$ cat src/hdl/uhcs_params.svh
`ifndef UHCS_PARAMS_SVH
`define UHCS_PARAMS_SVH

// ****************************************
// clock figures
// ****************************************
`define UHCS_SYS_CLK_MHZ 200
`define UHCS_REF_CLK_MHZ 48
`define UHCS_LS_RATE_KBPS 1500
`define UHCS_FS_RATE_KBPS 12000

// ****************************************
// sequencer and reference timeout counts, in system clock cycles
// ****************************************
`define UHCS_SETTLE_CYC 4
`define UHCS_INTRST_CYC 16
`define UHCS_REF_TIMEOUT_CYC 8

// ****************************************
// widths and structure
// ****************************************
`define UHCS_NUM_PORTS 1
`define UHCS_DATA_W 32
`define UHCS_BUF_DEPTH 2
`define UHCS_CNT_W 8

`endif

$ cat src/hdl/uhcs_pkg.sv
package uhcs_pkg;

    // ****************************************
    // bring-up sequencer states
    // ****************************************
    typedef enum logic [1:0] {
        UHCS_OFF = 2'b00,
        UHCS_CLKON = 2'b01,
        UHCS_INIT = 2'b10,
        UHCS_READY = 2'b11
    } uhcs_state_t;

    typedef enum logic {
        UHCS_REF_PLL = 1'b0,
        UHCS_REF_EXT = 1'b1
    } uhcs_ref_sel_t;

endpackage : uhcs_pkg

$ cat src/hdl/uhcs_buf2.sv
`timescale 1ns/1ps
`default_nettype none
`include "uhcs_params.svh"

module uhcs_buf2 #(
    parameter int WIDTH = `UHCS_DATA_W,
    parameter int DEPTH = `UHCS_BUF_DEPTH
) (
    input wire logic i_sys_clk,
    input wire logic i_rst,
    input wire logic i_flush,
    input wire logic i_valid,
    input wire logic [WIDTH-1:0] i_data,
    output logic o_ready,
    output logic o_valid,
    output logic [WIDTH-1:0] o_data,
    input wire logic i_ready
);
    if (DEPTH != 2) begin : g_bad_depth
        $error("uhcs_buf2 supports two entries only");
    end
    if (WIDTH < 1) begin : g_bad_width
        $error("uhcs_buf2 width must be positive");
    end

    logic [WIDTH-1:0] mem_q [DEPTH];
    logic [WIDTH-1:0] mem_d [DEPTH];
    logic wr_q, wr_d, rd_q, rd_d;
    logic [1:0] cnt_q, cnt_d;
    logic push, pop;

    assign o_ready = (cnt_q != 2'd2);
    assign o_valid = (cnt_q != 2'd0);
    assign o_data = mem_q[rd_q];
    assign push = i_valid && o_ready;
    assign pop = o_valid && i_ready;

    always_comb begin
        mem_d = mem_q;
        wr_d = wr_q;
        rd_d = rd_q;
        cnt_d = cnt_q;
        if (i_flush) begin
            wr_d = 1'b0;
            rd_d = 1'b0;
            cnt_d = 2'd0;
        end else begin
            if (push) begin
                mem_d[wr_q] = i_data;
                wr_d = ~wr_q;
            end
            if (pop) begin
                rd_d = ~rd_q;
            end
            cnt_d = cnt_q + {1'b0, push} - {1'b0, pop};
        end
    end

    always_ff @(posedge i_sys_clk) begin
        if (i_rst) begin
            wr_q <= 1'b0;
            rd_q <= 1'b0;
            cnt_q <= 2'd0;
            for (int i = 0; i < DEPTH; i++) begin
                mem_q[i] <= '0;
            end
        end else begin
            wr_q <= wr_d;
            rd_q <= rd_d;
            cnt_q <= cnt_d;
            mem_q <= mem_d;
        end
    end

    a_buf_no_overflow: assert property (@(posedge i_sys_clk) disable iff (i_rst)
        cnt_q <= 2'd2) else $error("buffer count above two");
    a_buf_stall_hold: assert property (@(posedge i_sys_clk) disable iff (i_rst)
        (o_valid && !i_ready && !i_flush) |=> (o_valid && $stable(o_data)))
        else $error("stalled word lost or changed");

endmodule : uhcs_buf2
`default_nettype wire

$ cat src/hdl/uhcs_shell.sv
`timescale 1ns/1ps
`default_nettype none
`include "uhcs_params.svh"

module uhcs_shell
    import uhcs_pkg::*;
#(
    parameter int NUM_PORTS = `UHCS_NUM_PORTS,
    parameter int DATA_W = `UHCS_DATA_W,
    parameter int SETTLE_CYC = `UHCS_SETTLE_CYC,
    parameter int INTRST_CYC = `UHCS_INTRST_CYC,
    parameter int REF_TIMEOUT_CYC = `UHCS_REF_TIMEOUT_CYC
) (
    input wire logic i_sys_clk,
    input wire logic i_rst,
    input wire logic i_slot_clk_en,
    input wire logic i_slot_rst_rel,
    input wire logic i_ref_sel,
    input wire logic i_ref_pll_clk,
    input wire logic i_usb_ref_clock_input,
    input wire logic i_hs_phy_on,
    input wire logic i_core_irq,
    input wire logic i_mem_valid,
    input wire logic [DATA_W-1:0] i_mem_data,
    output logic o_mem_ready,
    output logic o_core_valid,
    output logic [DATA_W-1:0] o_core_data,
    input wire logic i_core_ready,
    output logic o_core_clk_gate_en,
    output logic o_core_rst,
    output logic o_ref_sel,
    output logic o_ref_ok,
    output logic o_irq_proc_a,
    output logic o_irq_proc_b,
    output logic o_ready
);
    // ****************************************
    // elaboration checks
    // ****************************************
    if (NUM_PORTS != 1) begin : g_bad_ports
        $error("only one downstream port is served");
    end
    if (`UHCS_FS_RATE_KBPS != 8 * `UHCS_LS_RATE_KBPS) begin : g_bad_rates
        $error("speed ratio");
    end
    // refuse counts the 8-bit counters cannot hold
    if (SETTLE_CYC < 1 || SETTLE_CYC > 255) begin : g_bad_settle
        $error("SETTLE_CYC out of range");
    end
    if (INTRST_CYC < 1 || INTRST_CYC > 255) begin : g_bad_intrst
        $error("INTRST_CYC out of range");
    end
    if (REF_TIMEOUT_CYC < 2 || REF_TIMEOUT_CYC > 255) begin : g_bad_ref_to
        $error("REF_TIMEOUT_CYC range");
    end
    // ref must toggle at least twice per timeout window
    if (`UHCS_REF_CLK_MHZ * REF_TIMEOUT_CYC < `UHCS_SYS_CLK_MHZ) begin : g_bad_window
        $error("timeout short");
    end

    localparam logic [`UHCS_CNT_W-1:0] SETTLE_LAST = `UHCS_CNT_W'(SETTLE_CYC - 1);
    localparam logic [`UHCS_CNT_W-1:0] INTRST_LAST = `UHCS_CNT_W'(INTRST_CYC - 1);
    localparam logic [`UHCS_CNT_W-1:0] REF_TO = `UHCS_CNT_W'(REF_TIMEOUT_CYC);

    // ****************************************
    // pin synchronisers
    // ****************************************
    logic [2:0] sync1_q, sync2_q;
    logic ref_prev_q;
    always_ff @(posedge i_sys_clk) begin
        if (i_rst) begin
            sync1_q <= 3'h0;
            sync2_q <= 3'h0;
        end else begin
            sync1_q <= {i_hs_phy_on, i_usb_ref_clock_input, i_ref_pll_clk};
            sync2_q <= sync1_q;
        end
    end

    // ****************************************
    // reference clock presence
    // ****************************************
    logic ref_lvl, ref_prev_d, ref_sel_q, ref_sel_d;
    logic [`UHCS_CNT_W-1:0] ref_cnt_q, ref_cnt_d;
    logic ref_ok;

    // pll source counts only while the companion phy is up
    assign ref_lvl = ref_sel_q ? sync2_q[1] : (sync2_q[0] & sync2_q[2]);
    assign ref_ok = (ref_cnt_q < REF_TO);

    always_comb begin
        ref_sel_d = i_ref_sel;
        ref_prev_d = ref_lvl;
        ref_cnt_d = ref_cnt_q;
        if (ref_lvl != ref_prev_q || ref_sel_d != ref_sel_q) begin
            ref_cnt_d = '0;
        end else if (ref_cnt_q < REF_TO) begin
            ref_cnt_d = ref_cnt_q + `UHCS_CNT_W'(1);
        end
    end

    always_ff @(posedge i_sys_clk) begin
        if (i_rst) begin
            ref_sel_q <= 1'b0;
            ref_prev_q <= 1'b0;
            ref_cnt_q <= REF_TO;
        end else begin
            ref_sel_q <= ref_sel_d;
            ref_prev_q <= ref_prev_d;
            ref_cnt_q <= ref_cnt_d;
        end
    end

    // ****************************************
    // release latch and bring-up sequencer
    // ****************************************
    uhcs_state_t st_q, st_d;
    logic [`UHCS_CNT_W-1:0] cnt_q, cnt_d;
    logic hold_q, hold_d, rel_prev_q, rel_prev_d;
    logic slot_go;

    // release counts only as a fresh low-to-high step after device reset
    always_comb begin
        rel_prev_d = i_slot_rst_rel;
        hold_d = hold_q;
        if (i_slot_rst_rel && !rel_prev_q) begin
            hold_d = 1'b0;
        end
    end

    assign slot_go = i_slot_clk_en && i_slot_rst_rel && !hold_q;

    always_comb begin
        st_d = st_q;
        cnt_d = cnt_q;
        case (st_q)
            UHCS_OFF: begin
                cnt_d = '0;
                if (slot_go) begin
                    st_d = UHCS_CLKON;
                end
            end
            UHCS_CLKON: begin
                cnt_d = cnt_q + `UHCS_CNT_W'(1);
                if (cnt_q == SETTLE_LAST) begin
                    st_d = UHCS_INIT;
                    cnt_d = '0;
                end
            end
            UHCS_INIT: begin
                cnt_d = cnt_q + `UHCS_CNT_W'(1);
                if (cnt_q == INTRST_LAST) begin
                    st_d = UHCS_READY;
                    cnt_d = '0;
                end
            end
            UHCS_READY: begin
                cnt_d = '0;
            end
            default: begin
                st_d = UHCS_OFF;
                cnt_d = '0;
            end
        endcase
        // slot may drop clock or reset at any step
        if (!slot_go) begin
            st_d = UHCS_OFF;
            cnt_d = '0;
        end
    end

    always_ff @(posedge i_sys_clk) begin
        if (i_rst) begin
            st_q <= UHCS_OFF;
            cnt_q <= '0;
            hold_q <= 1'b1;
            rel_prev_q <= 1'b1;
        end else begin
            st_q <= st_d;
            cnt_q <= cnt_d;
            hold_q <= hold_d;
            rel_prev_q <= rel_prev_d;
        end
    end

    // ****************************************
    // outputs to the core
    // ****************************************
    logic gate_q, core_rst_q, irq_q, ready_q;
    logic gate_d, core_rst_d, irq_d, ready_d;
    // flopped, so the core never sees a glitch on its gate or reset
    always_comb begin
        gate_d = (st_d != UHCS_OFF);
        core_rst_d = (st_d == UHCS_OFF) || (st_d == UHCS_CLKON);
        irq_d = i_core_irq && (st_q == UHCS_READY);
        ready_d = (st_d == UHCS_READY) && ref_ok;
    end

    always_ff @(posedge i_sys_clk) begin
        if (i_rst) begin
            gate_q <= 1'b0;
            core_rst_q <= 1'b1;
            irq_q <= 1'b0;
            ready_q <= 1'b0;
        end else begin
            gate_q <= gate_d;
            core_rst_q <= core_rst_d;
            irq_q <= irq_d;
            ready_q <= ready_d;
        end
    end

    assign o_core_clk_gate_en = gate_q;
    assign o_core_rst = core_rst_q;
    assign o_ref_sel = ref_sel_q;
    assign o_ref_ok = ref_ok;
    assign o_irq_proc_a = irq_q;
    assign o_irq_proc_b = irq_q;
    assign o_ready = ready_q;

    // ****************************************
    // bus master data path
    // ****************************************
    logic buf_ready;
    uhcs_buf2 #(
        .WIDTH(DATA_W),
        .DEPTH(`UHCS_BUF_DEPTH)
    ) u_buf (
        .i_sys_clk(i_sys_clk),
        .i_rst(i_rst),
        // flush on the edge that enters reset, so no stale word is shown in reset
        .i_flush(core_rst_d),
        .i_valid(i_mem_valid && ready_q),
        .i_data(i_mem_data),
        .o_ready(buf_ready),
        .o_valid(o_core_valid),
        .o_data(o_core_data),
        .i_ready(i_core_ready)
    );
    // no word is taken while the core is in reset
    assign o_mem_ready = buf_ready && ready_q;

    // ****************************************
    // checks
    // ****************************************
    a_rel_needs_clock: assert property (@(posedge i_sys_clk) disable iff (i_rst)
        $fell(o_core_rst) |-> $past(o_core_clk_gate_en, 4))
        else $error("reset released before clock settled");
    a_ready_after_init: assert property (@(posedge i_sys_clk) disable iff (i_rst)
        $rose(o_ready) |-> $past(!o_core_rst, 16))
        else $error("ready before internal reset time");
    a_slot_drop_off: assert property (@(posedge i_sys_clk) disable iff (i_rst)
        !i_slot_clk_en |=> (!o_core_clk_gate_en && o_core_rst))
        else $error("slot drop did not stop core");
    a_reset_holds: assert property (@(posedge i_sys_clk)
        $fell(i_rst) |-> (o_core_rst && !o_core_clk_gate_en))
        else $error("core left reset without release");
    a_hold_until_rel: assert property (@(posedge i_sys_clk) disable iff (i_rst)
        (hold_q && !(i_slot_rst_rel && !rel_prev_q)) |=> o_core_rst)
        else $error("reset released without fresh release");
    a_irq_both: assert property (@(posedge i_sys_clk) disable iff (i_rst)
        $rose(o_irq_proc_a) |-> ($past(i_core_irq) && o_irq_proc_b))
        else $error("interrupt not delivered to both cores");
    a_no_data_rst: assert property (@(posedge i_sys_clk) disable iff (i_rst)
        o_core_rst |-> (!o_mem_ready && !o_core_valid))
        else $error("data moves during core reset");
    a_ref_lost: assert property (@(posedge i_sys_clk) disable iff (i_rst)
        (st_q == UHCS_READY && !o_ref_ok) |=> !o_ready)
        else $error("ready without reference clock");
    a_irq_off_outside: assert property (@(posedge i_sys_clk) disable iff (i_rst)
        (st_q != UHCS_READY) |=> !o_irq_proc_a)
        else $error("interrupt outside ready state");
    a_ready_needs_gate: assert property (@(posedge i_sys_clk) disable iff (i_rst)
        o_ready |-> (o_core_clk_gate_en && !o_core_rst))
        else $error("ready without running core");
    a_mem_ready_gated: assert property (@(posedge i_sys_clk) disable iff (i_rst)
        o_mem_ready |-> o_ready)
        else $error("word taken before bring-up done");
    a_rst_follows_gate: assert property (@(posedge i_sys_clk) disable iff (i_rst)
        !o_core_clk_gate_en |-> o_core_rst)
        else $error("reset released with clock gated");
    a_rst_not_ready: assert property (@(posedge i_sys_clk) disable iff (i_rst)
        o_core_rst |-> !o_ready)
        else $error("ready while core in reset");

endmodule : uhcs_shell
`default_nettype wire

$ cat config.mk
export PLATFORM = sky130hd
export DESIGN_NAME = uhcs_shell
export DESIGN_NICKNAME = d
export VERILOG_FILES = /design/src/hdl/uhcs_pkg.sv /design/src/hdl/uhcs_buf2.sv /design/src/hdl/uhcs_shell.sv
export VERILOG_INCLUDE_DIRS = /design/src /design/src/hdl
export SDC_FILE = /design/constraint.sdc
export NUM_CORES = 1
export LEC_CHECK = 0
export BUFFER_PORTS_ARGS = -buffer_cell sky130_fd_sc_hd__buf_4
export CORE_UTILIZATION = 50
export CTS_CLUSTER_SIZE = 8
export DETAILED_ROUTE_END_ITERATION = 8
export PLACE_DENSITY = 0.84
export SETUP_SLACK_MARGIN = 0.15
export SYNTH_ARGS = -nofsm -noshare
export SYNTH_HDL_FRONTEND = slang
export SYNTH_SLANG_ARGS = --single-unit
$ cat constraint.sdc
create_clock -name i_sys_clk -period 1.85 [get_ports i_sys_clk]
set_input_delay 0.0925 -clock i_sys_clk [delete_from_list [all_inputs] [get_ports i_sys_clk]]
set_output_delay 0.0925 -clock i_sys_clk [all_outputs]
set_load 0.03 [all_outputs]
# Word level (Yosys, flattened, before mapping)
# Cells that the tools add are included.
# op_classes
n_addsub,4
mul,0
div_mod_pow,0
order_cmp,4
eq_ne,10
shift,0
mux,16
n_bitwise,7
n_reduce_logical,24
# ops
operator,n
$mux 32,4
$bwmux 64,1
$demux 32 s1,1
$pmux 8 s3,1
$add 8x1->8 const B,2
$mux 8,2
$logic_and 1x1->1,10
$eq 8x2->1 const B,1
$eq 8x4->1 const B,1
$lt 8x4->1 const B,1
$mux 4,2
$reduce_or 2->1,4
$eq 2x2->1 const B,3
$mux 2,3
$pmux 2 s3,1
$reduce_bool 2->1,3
$eq 2x1->1 const B,2
$ge 2x2->1 const B,2
$logic_not 2->1,2
$not 1->1,4
$not 1->2,2
$add 2x1->2,1
$logic_not 1->1,2
$logic_or 1x1->1,2
other kinds (7),8
# word_totals
reg_bits,100
latch_bits,0
mem_bits_rw,0
romBits,0
input_bits,43
output_inout_bits,41
word_cells,84
mem_count,0

# Logic depth before layout (Yosys ltp)
# logic_depth
ltp_word,8
ltp_mapped,8
ltp_nobuf,8

# Hierarchy
# From an unflattened synthesis, not the netlist that was laid out.
# unflattened
hier_cells,424
hier_area_um2,4458.0
# by_module_without_submodules
module,n_inst,cells_per_inst,area_each_um2,seq_area_each_um2
uhcs_buf2,1,307,3265.6,1361.3
uhcs_shell,1,117,1192.4,640.6

# Least setup slack after synthesis
# OpenSTA, ideal clock, no wires.
# synth_path
path_type,flip-flop to flip-flop
from,reg ref_cnt_q[7]
to,reg ref_cnt_q[1]
setup_ns,0.121
t_arrival_ns,1.702
required_ns,1.729
setup_slack_ns,0.027
stages_incl_launch_ff,5
path_buffers,0
period_less_slack_ns,1.823
cell_sequence,dfxtp_1 > or4_1 > nor2_1 > mux2i_1 > nor2_1
# synth_between
elab_chain_cells,1
# synth_lines
item,line,rtl
"start, declared",uhcs_shell.sv:84,"logic [`UHCS_CNT_W-1:0] ref_cnt_q, ref_cnt_d;"
"start signal, assigned",uhcs_shell.sv:110,ref_cnt_q <= ref_cnt_d;
$lt 8x4->1,n/a,
named net o_ref_ok,uhcs_shell.sv:32,"output logic o_ref_ok,"
# The timed path passes the listed nets, and every way through them passes these cells.
# A chain may end at the register's enable or synchronous reset.

# Final worst setup path
# layout_path
from,reg cnt_q[6]
to,reg u_buf.mem_q[63] in the netlist's numbering
# layout_between
elab_chain_cells,8
elab_cells_between_ends,11
classes_between,eq/ne: 3; mux: 4; bitwise: 1; reduce/logical: 3
# layout_lines
item,line,rtl
"start, declared",uhcs_shell.sv:118,"logic [`UHCS_CNT_W-1:0] cnt_q, cnt_d;"
"start signal, assigned",uhcs_shell.sv:180,cnt_q <= cnt_d;
$eq 8x4->1 / $eq 8x2->1 (equally long branches),"uhcs_shell.sv:152, uhcs_shell.sv:145",
$mux 2 (on tied branches),"uhcs_shell.sv:152, uhcs_shell.sv:145",
$pmux 2 s3 *,uhcs_shell.sv:136,case (st_q)
$mux 2 *,uhcs_shell.sv:166,if (!slot_go) begin
$eq 2x1->1 / $logic_not 2->1 (equally long branches),uhcs_shell.sv:194,core_rst_d = (st_d == UHCS_OFF) || (st_d == UHCS_CLKON);
$logic_or 1x1->1 *,uhcs_shell.sv:194,
$not 1->1 (no line) *,n/a,
$reduce_and 2->1 (no line) *,n/a,
"end signal, assigned",uhcs_buf2.sv:71,mem_q <= mem_d;
"end, declared",uhcs_buf2.sv:26,logic [WIDTH-1:0] mem_q [DEPTH];
# Mark *: on every way between the ends. The rest lies on a longest branch, timed or not.

==> impl_results.rst <==
.. list-table::
   :header-rows: 1

   * - Metric
     - Value
   * - Fraction of synthesized cell area taken by the top area cell type
     - 45.39%
   * - Clk pin slew, worst setup/hold paths
     - 0.10 ns
   * - Met1 layer usage reported by global route
     - 24.13%
   * - Net Count, Synth
     - 470
   * - Leak
     - 2.496 nW
   * - Ys Warns
     - 0
   * - Critical path required time
     - 2.13 ns
   * - Routed length per instance
     - 15.29 um
   * - Number of max-cap violations
     - 0
   * - Post-Synthesis Mean Instance Area
     - 10.43 um2
   * - Total die area
     - 9201 um2
   * - Largest stage delay on the critical path
     - 0.38 ns
   * - H-tree levels
     - 3
   * - Width of the die
     - 95.92 um
   * - Routed via count divided by cell count
     - 5.122
   * - Final Hold Viols
     - 0
   * - Total wirelength of the detailed-routed design
     - 9.633 mm
   * - Slowest stage cell on the critical path
     - sky130_fd_sc_hd__dfxtp_1
   * - Class of the worst hold path
     - input pin to register
   * - Layout area overhead
     - 28.60%
   * - Combined buffer and inverter count along the critical path
     - 2
   * - Worst endpoint data arrival time
     - 2.00 ns
   * - Fraction of layout cells with a size suffix above 1
     - 33.14%
   * - Worst clock skew
     - 0.01364 ns
   * - Sequential share of the synthesized area
     - 45.39%
   * - Hold Slack
     - 0.009321 ns
   * - Number of optimization iterations in the first detailed-route pass
     - 4
   * - Core area
     - 8382 um2
   * - Cells along the critical path
     - nor4_4 -> a41oi_2 -> nor4_4 -> buf_4 -> clkbuf_16 -> mux2i_1
   * - GR Overflow Total
     - 0
   * - Final-stage net count
     - 567
   * - Detailed-placement wirelength estimate
     - 5.949 mm
   * - Most common cell type on the critical path
     - sky130_fd_sc_hd__nor4_4
   * - Antenna diode count
     - 0
   * - Port Buf Inserts
     - 83
   * - First DRT Iteration DRCs
     - 95
   * - Busiest layer in global routing
     - met2
   * - Largest fanout of any net on the critical path
     - 6
   * - Root buffer cell
     - sky130_fd_sc_hd__clkbuf_8
   * - Final estimated routing congestion in global placement
     - 0.8998
   * - GR Util met3
     - 3.712%
   * - Endpoint kind of the worst setup timing path
     - register
   * - Remaining routing DRC violations
     - 0
   * - Clock buffer count from CTS
     - 9
   * - Measured slew at the worst slew-check pin
     - 0.4749 ns
   * - Initial standard-cell utilization of the core
     - 52.62%
   * - Cell count after synthesis
     - 423
   * - Largest delay contributor family on the critical path
     - simple AND/OR/NAND/NOR gates
   * - WS Path Type
     - register to register
   * - Peak VDD IR
     - 405.9 uV
   * - Die extent in y
     - 95.92 um
   * - Maximum clock frequency
     - 582.5 MHz
   * - Via count of the routed design
     - 3227
   * - Setup repair after global routing missed its margin
     - yes
   * - Antenna violations before repair
     - 0
   * - Rows
     - 33
   * - Post-DRT Antenna Nets
     - 0
   * - Setup-failing EPs final
     - 0
   * - Slew Limit Headroom
     - 68.05%
   * - Total global routing track utilization
     - 20.16%
   * - Power density over cell area
     - 668.4 nW/um2
   * - Number of primary I/O pins
     - 84
   * - Minimum clock period
     - 1.717 ns
   * - Run status
     - complete, no violations
   * - Met2 track demand over resource in global routing
     - 34.88%
   * - Number of enable-type register cells in the synthesized netlist
     - 0
   * - Vias in the first global route
     - 3074
   * - Ranking of synthesized cells by area
     - sky130_fd_sc_hd__dfxtp_1 (45%), sky130_fd_sc_hd__mux2i_1 (15%), sky130_fd_sc_hd__nand2b_1 (14%)
   * - Global-route wire length before repair
     - 14.23 mm
   * - Async set or reset register ratio after synthesis
     - 0%
   * - Number of fill cells in the layout
     - 653
   * - Setup TNS Final
     - 0 ns
   * - Period utilisation layout
     - 92.79%
   * - Post-synthesis instance area
     - 4410 um2
   * - Synthesized flop and latch total
     - 100
   * - Max Buffers Root-to-Sink
     - 2
   * - TritonCTS clock tree
     - yes
   * - Pin count of the biggest net entering global routing
     - 50
   * - Library cell with the largest summed area after synthesis
     - sky130_fd_sc_hd__dfxtp_1
   * - Clock latency of the later-clocked register in the worst-skew pair
     - 0.36 ns
   * - Most common cell after layout, fill and taps aside
     - sky130_fd_sc_hd__nand2b_1
   * - Startpoint kind of the worst setup timing path
     - register
   * - Commonest non-fill, non-tap cells in the layout
     - sky130_fd_sc_hd__nand2b_1 (98), sky130_fd_sc_hd__dfxtp_1 (95), sky130_fd_sc_hd__buf_4 (93)
   * - Max-slew violation count
     - 0
   * - Post-synth cell types
     - 40
   * - TritonCTS Sinks
     - 100
   * - Most instantiated flip-flop cell in the synthesis netlist
     - sky130_fd_sc_hd__dfxtp_1
worst paths after layout:
check                                                     to  slack, ns  cells past startpoint                   from
worst max-delay path            u_buf.mem_q[63]$_SDFFE_PP0P_       0.13                      6    cnt_q[6]$_SDFF_PP0_
worst min-delay path            u_buf.mem_q[24]$_SDFFE_PP0P_      0.009                      3         i_mem_data[24]
worst max register to register  u_buf.mem_q[63]$_SDFFE_PP0P_       0.13                      6    cnt_q[6]$_SDFF_PP0_
worst min register to register         sync2_q[1]$_SDFF_PP0_       0.44                      1  sync1_q[1]$_SDFF_PP0_
flip-flops by register name, indices dropped and copies added (netlist names):
| signal | flops |
|---|---|
| u_buf.mem_q | 64 |
| o_core_rst | 1 |
| ref_cnt_q | 8 |
| o_ref_sel | 1 |
| hold_q | 1 |
| st_q | 2 |
| u_buf.cnt_q | 2 |
| cnt_q | 8 |
| ref_prev_q | 1 |
| o_irq_proc_a | 1 |
| o_core_clk_gate_en | 1 |
| sync1_q | 3 |
| rel_prev_q | 1 |
| u_buf.rd_q | 1 |
| o_ready | 1 |
| u_buf.wr_q | 1 |
| sync2_q | 3 |
cells by family (layout without fill, tap and decap cells):
kind of cell	count (synthesis)	count (layout)	synth area share, %
buf+inv	32	134	3.461
compound gates	15	15	2.468
flops	100	100	45.39
mux	97	97	22.92
xor+xnor	13	13	2.582
fa+ha+maj	4	4	1.135
simple gates	162	162	22.04
worst reg2reg max path: stages, from the launching register on:
cell and delay (ns):
sky130_fd_sc_hd__dfxtp_1 0.38, sky130_fd_sc_hd__nor4_4 0.27, sky130_fd_sc_hd__a41oi_2 0.20, sky130_fd_sc_hd__nor4_4 0.23
sky130_fd_sc_hd__buf_4 0.20, sky130_fd_sc_hd__clkbuf_16 0.16, sky130_fd_sc_hd__mux2i_1 0.19
metal layers:
metal,routed length [um],up-vias
met5,0,-
met4,125,0
met3,297,8
met2,4969,66
met1,4240,1546
li1,-,1607
timing repair:
action                     CTS  global route
hold endpoints to repair     7             0
hold buffers                 7             0
setup buffers                1             5
pin swaps                    5             7
cloned                       1             5
setup endpoints to repair   35            61
gates resized for setup      9            13
metrics by stage:
stage               util [%]  instances  setup WS [ns]  cell area, um2  power, mW
global route           67.67        630        0.05298            5672      3.931
finish                 67.67        630         0.1333            5672      3.791
floorplan                  -        423         0.1429            4433      2.331
CTS                    65.61        620        0.08426            5499      3.808
global placement       61.59        595         0.1190            5162      2.421
detailed placement     61.59        595        0.09416            5162      2.427
cell usage after synthesis, types with 3 or more instances:
master / n
sky130_fd_sc_hd__a21oi_1: 3
sky130_fd_sc_hd__and2_1: 8
sky130_fd_sc_hd__and3_1: 4
sky130_fd_sc_hd__buf_6: 3
sky130_fd_sc_hd__clkbuf_1: 17
sky130_fd_sc_hd__dfxtp_1: 100
sky130_fd_sc_hd__ha_1: 4
sky130_fd_sc_hd__inv_1: 8
sky130_fd_sc_hd__mux2_2: 32
sky130_fd_sc_hd__mux2i_1: 65
sky130_fd_sc_hd__nand2_1: 6
sky130_fd_sc_hd__nand2b_1: 98
sky130_fd_sc_hd__nor2_1: 20
sky130_fd_sc_hd__nor2b_1: 7
sky130_fd_sc_hd__nor4_1: 3
sky130_fd_sc_hd__xnor2_1: 8
sky130_fd_sc_hd__xor2_1: 5
layout make-up:
type                    instances  area (um2)  area share (%)
clock inverters                 7       75.07           1.324
multi-input cells             291        2337           41.21
flip-flops and latches        100        2008           35.41
inverters                       8       30.03          0.5295
repair buffers                110       965.9           17.03
clock buffers                   9       123.9           2.184
well taps                     105       131.4           2.316
power by group:
part	switching [mW]	total, mW	internal [mW]
registers	0.0101	2.17	2.16
clock network	0.763	1.40	0.632
logic	0.0878	0.221	0.133
total	0.861	3.79	2.93
Power figures use the tool's default switching activity.
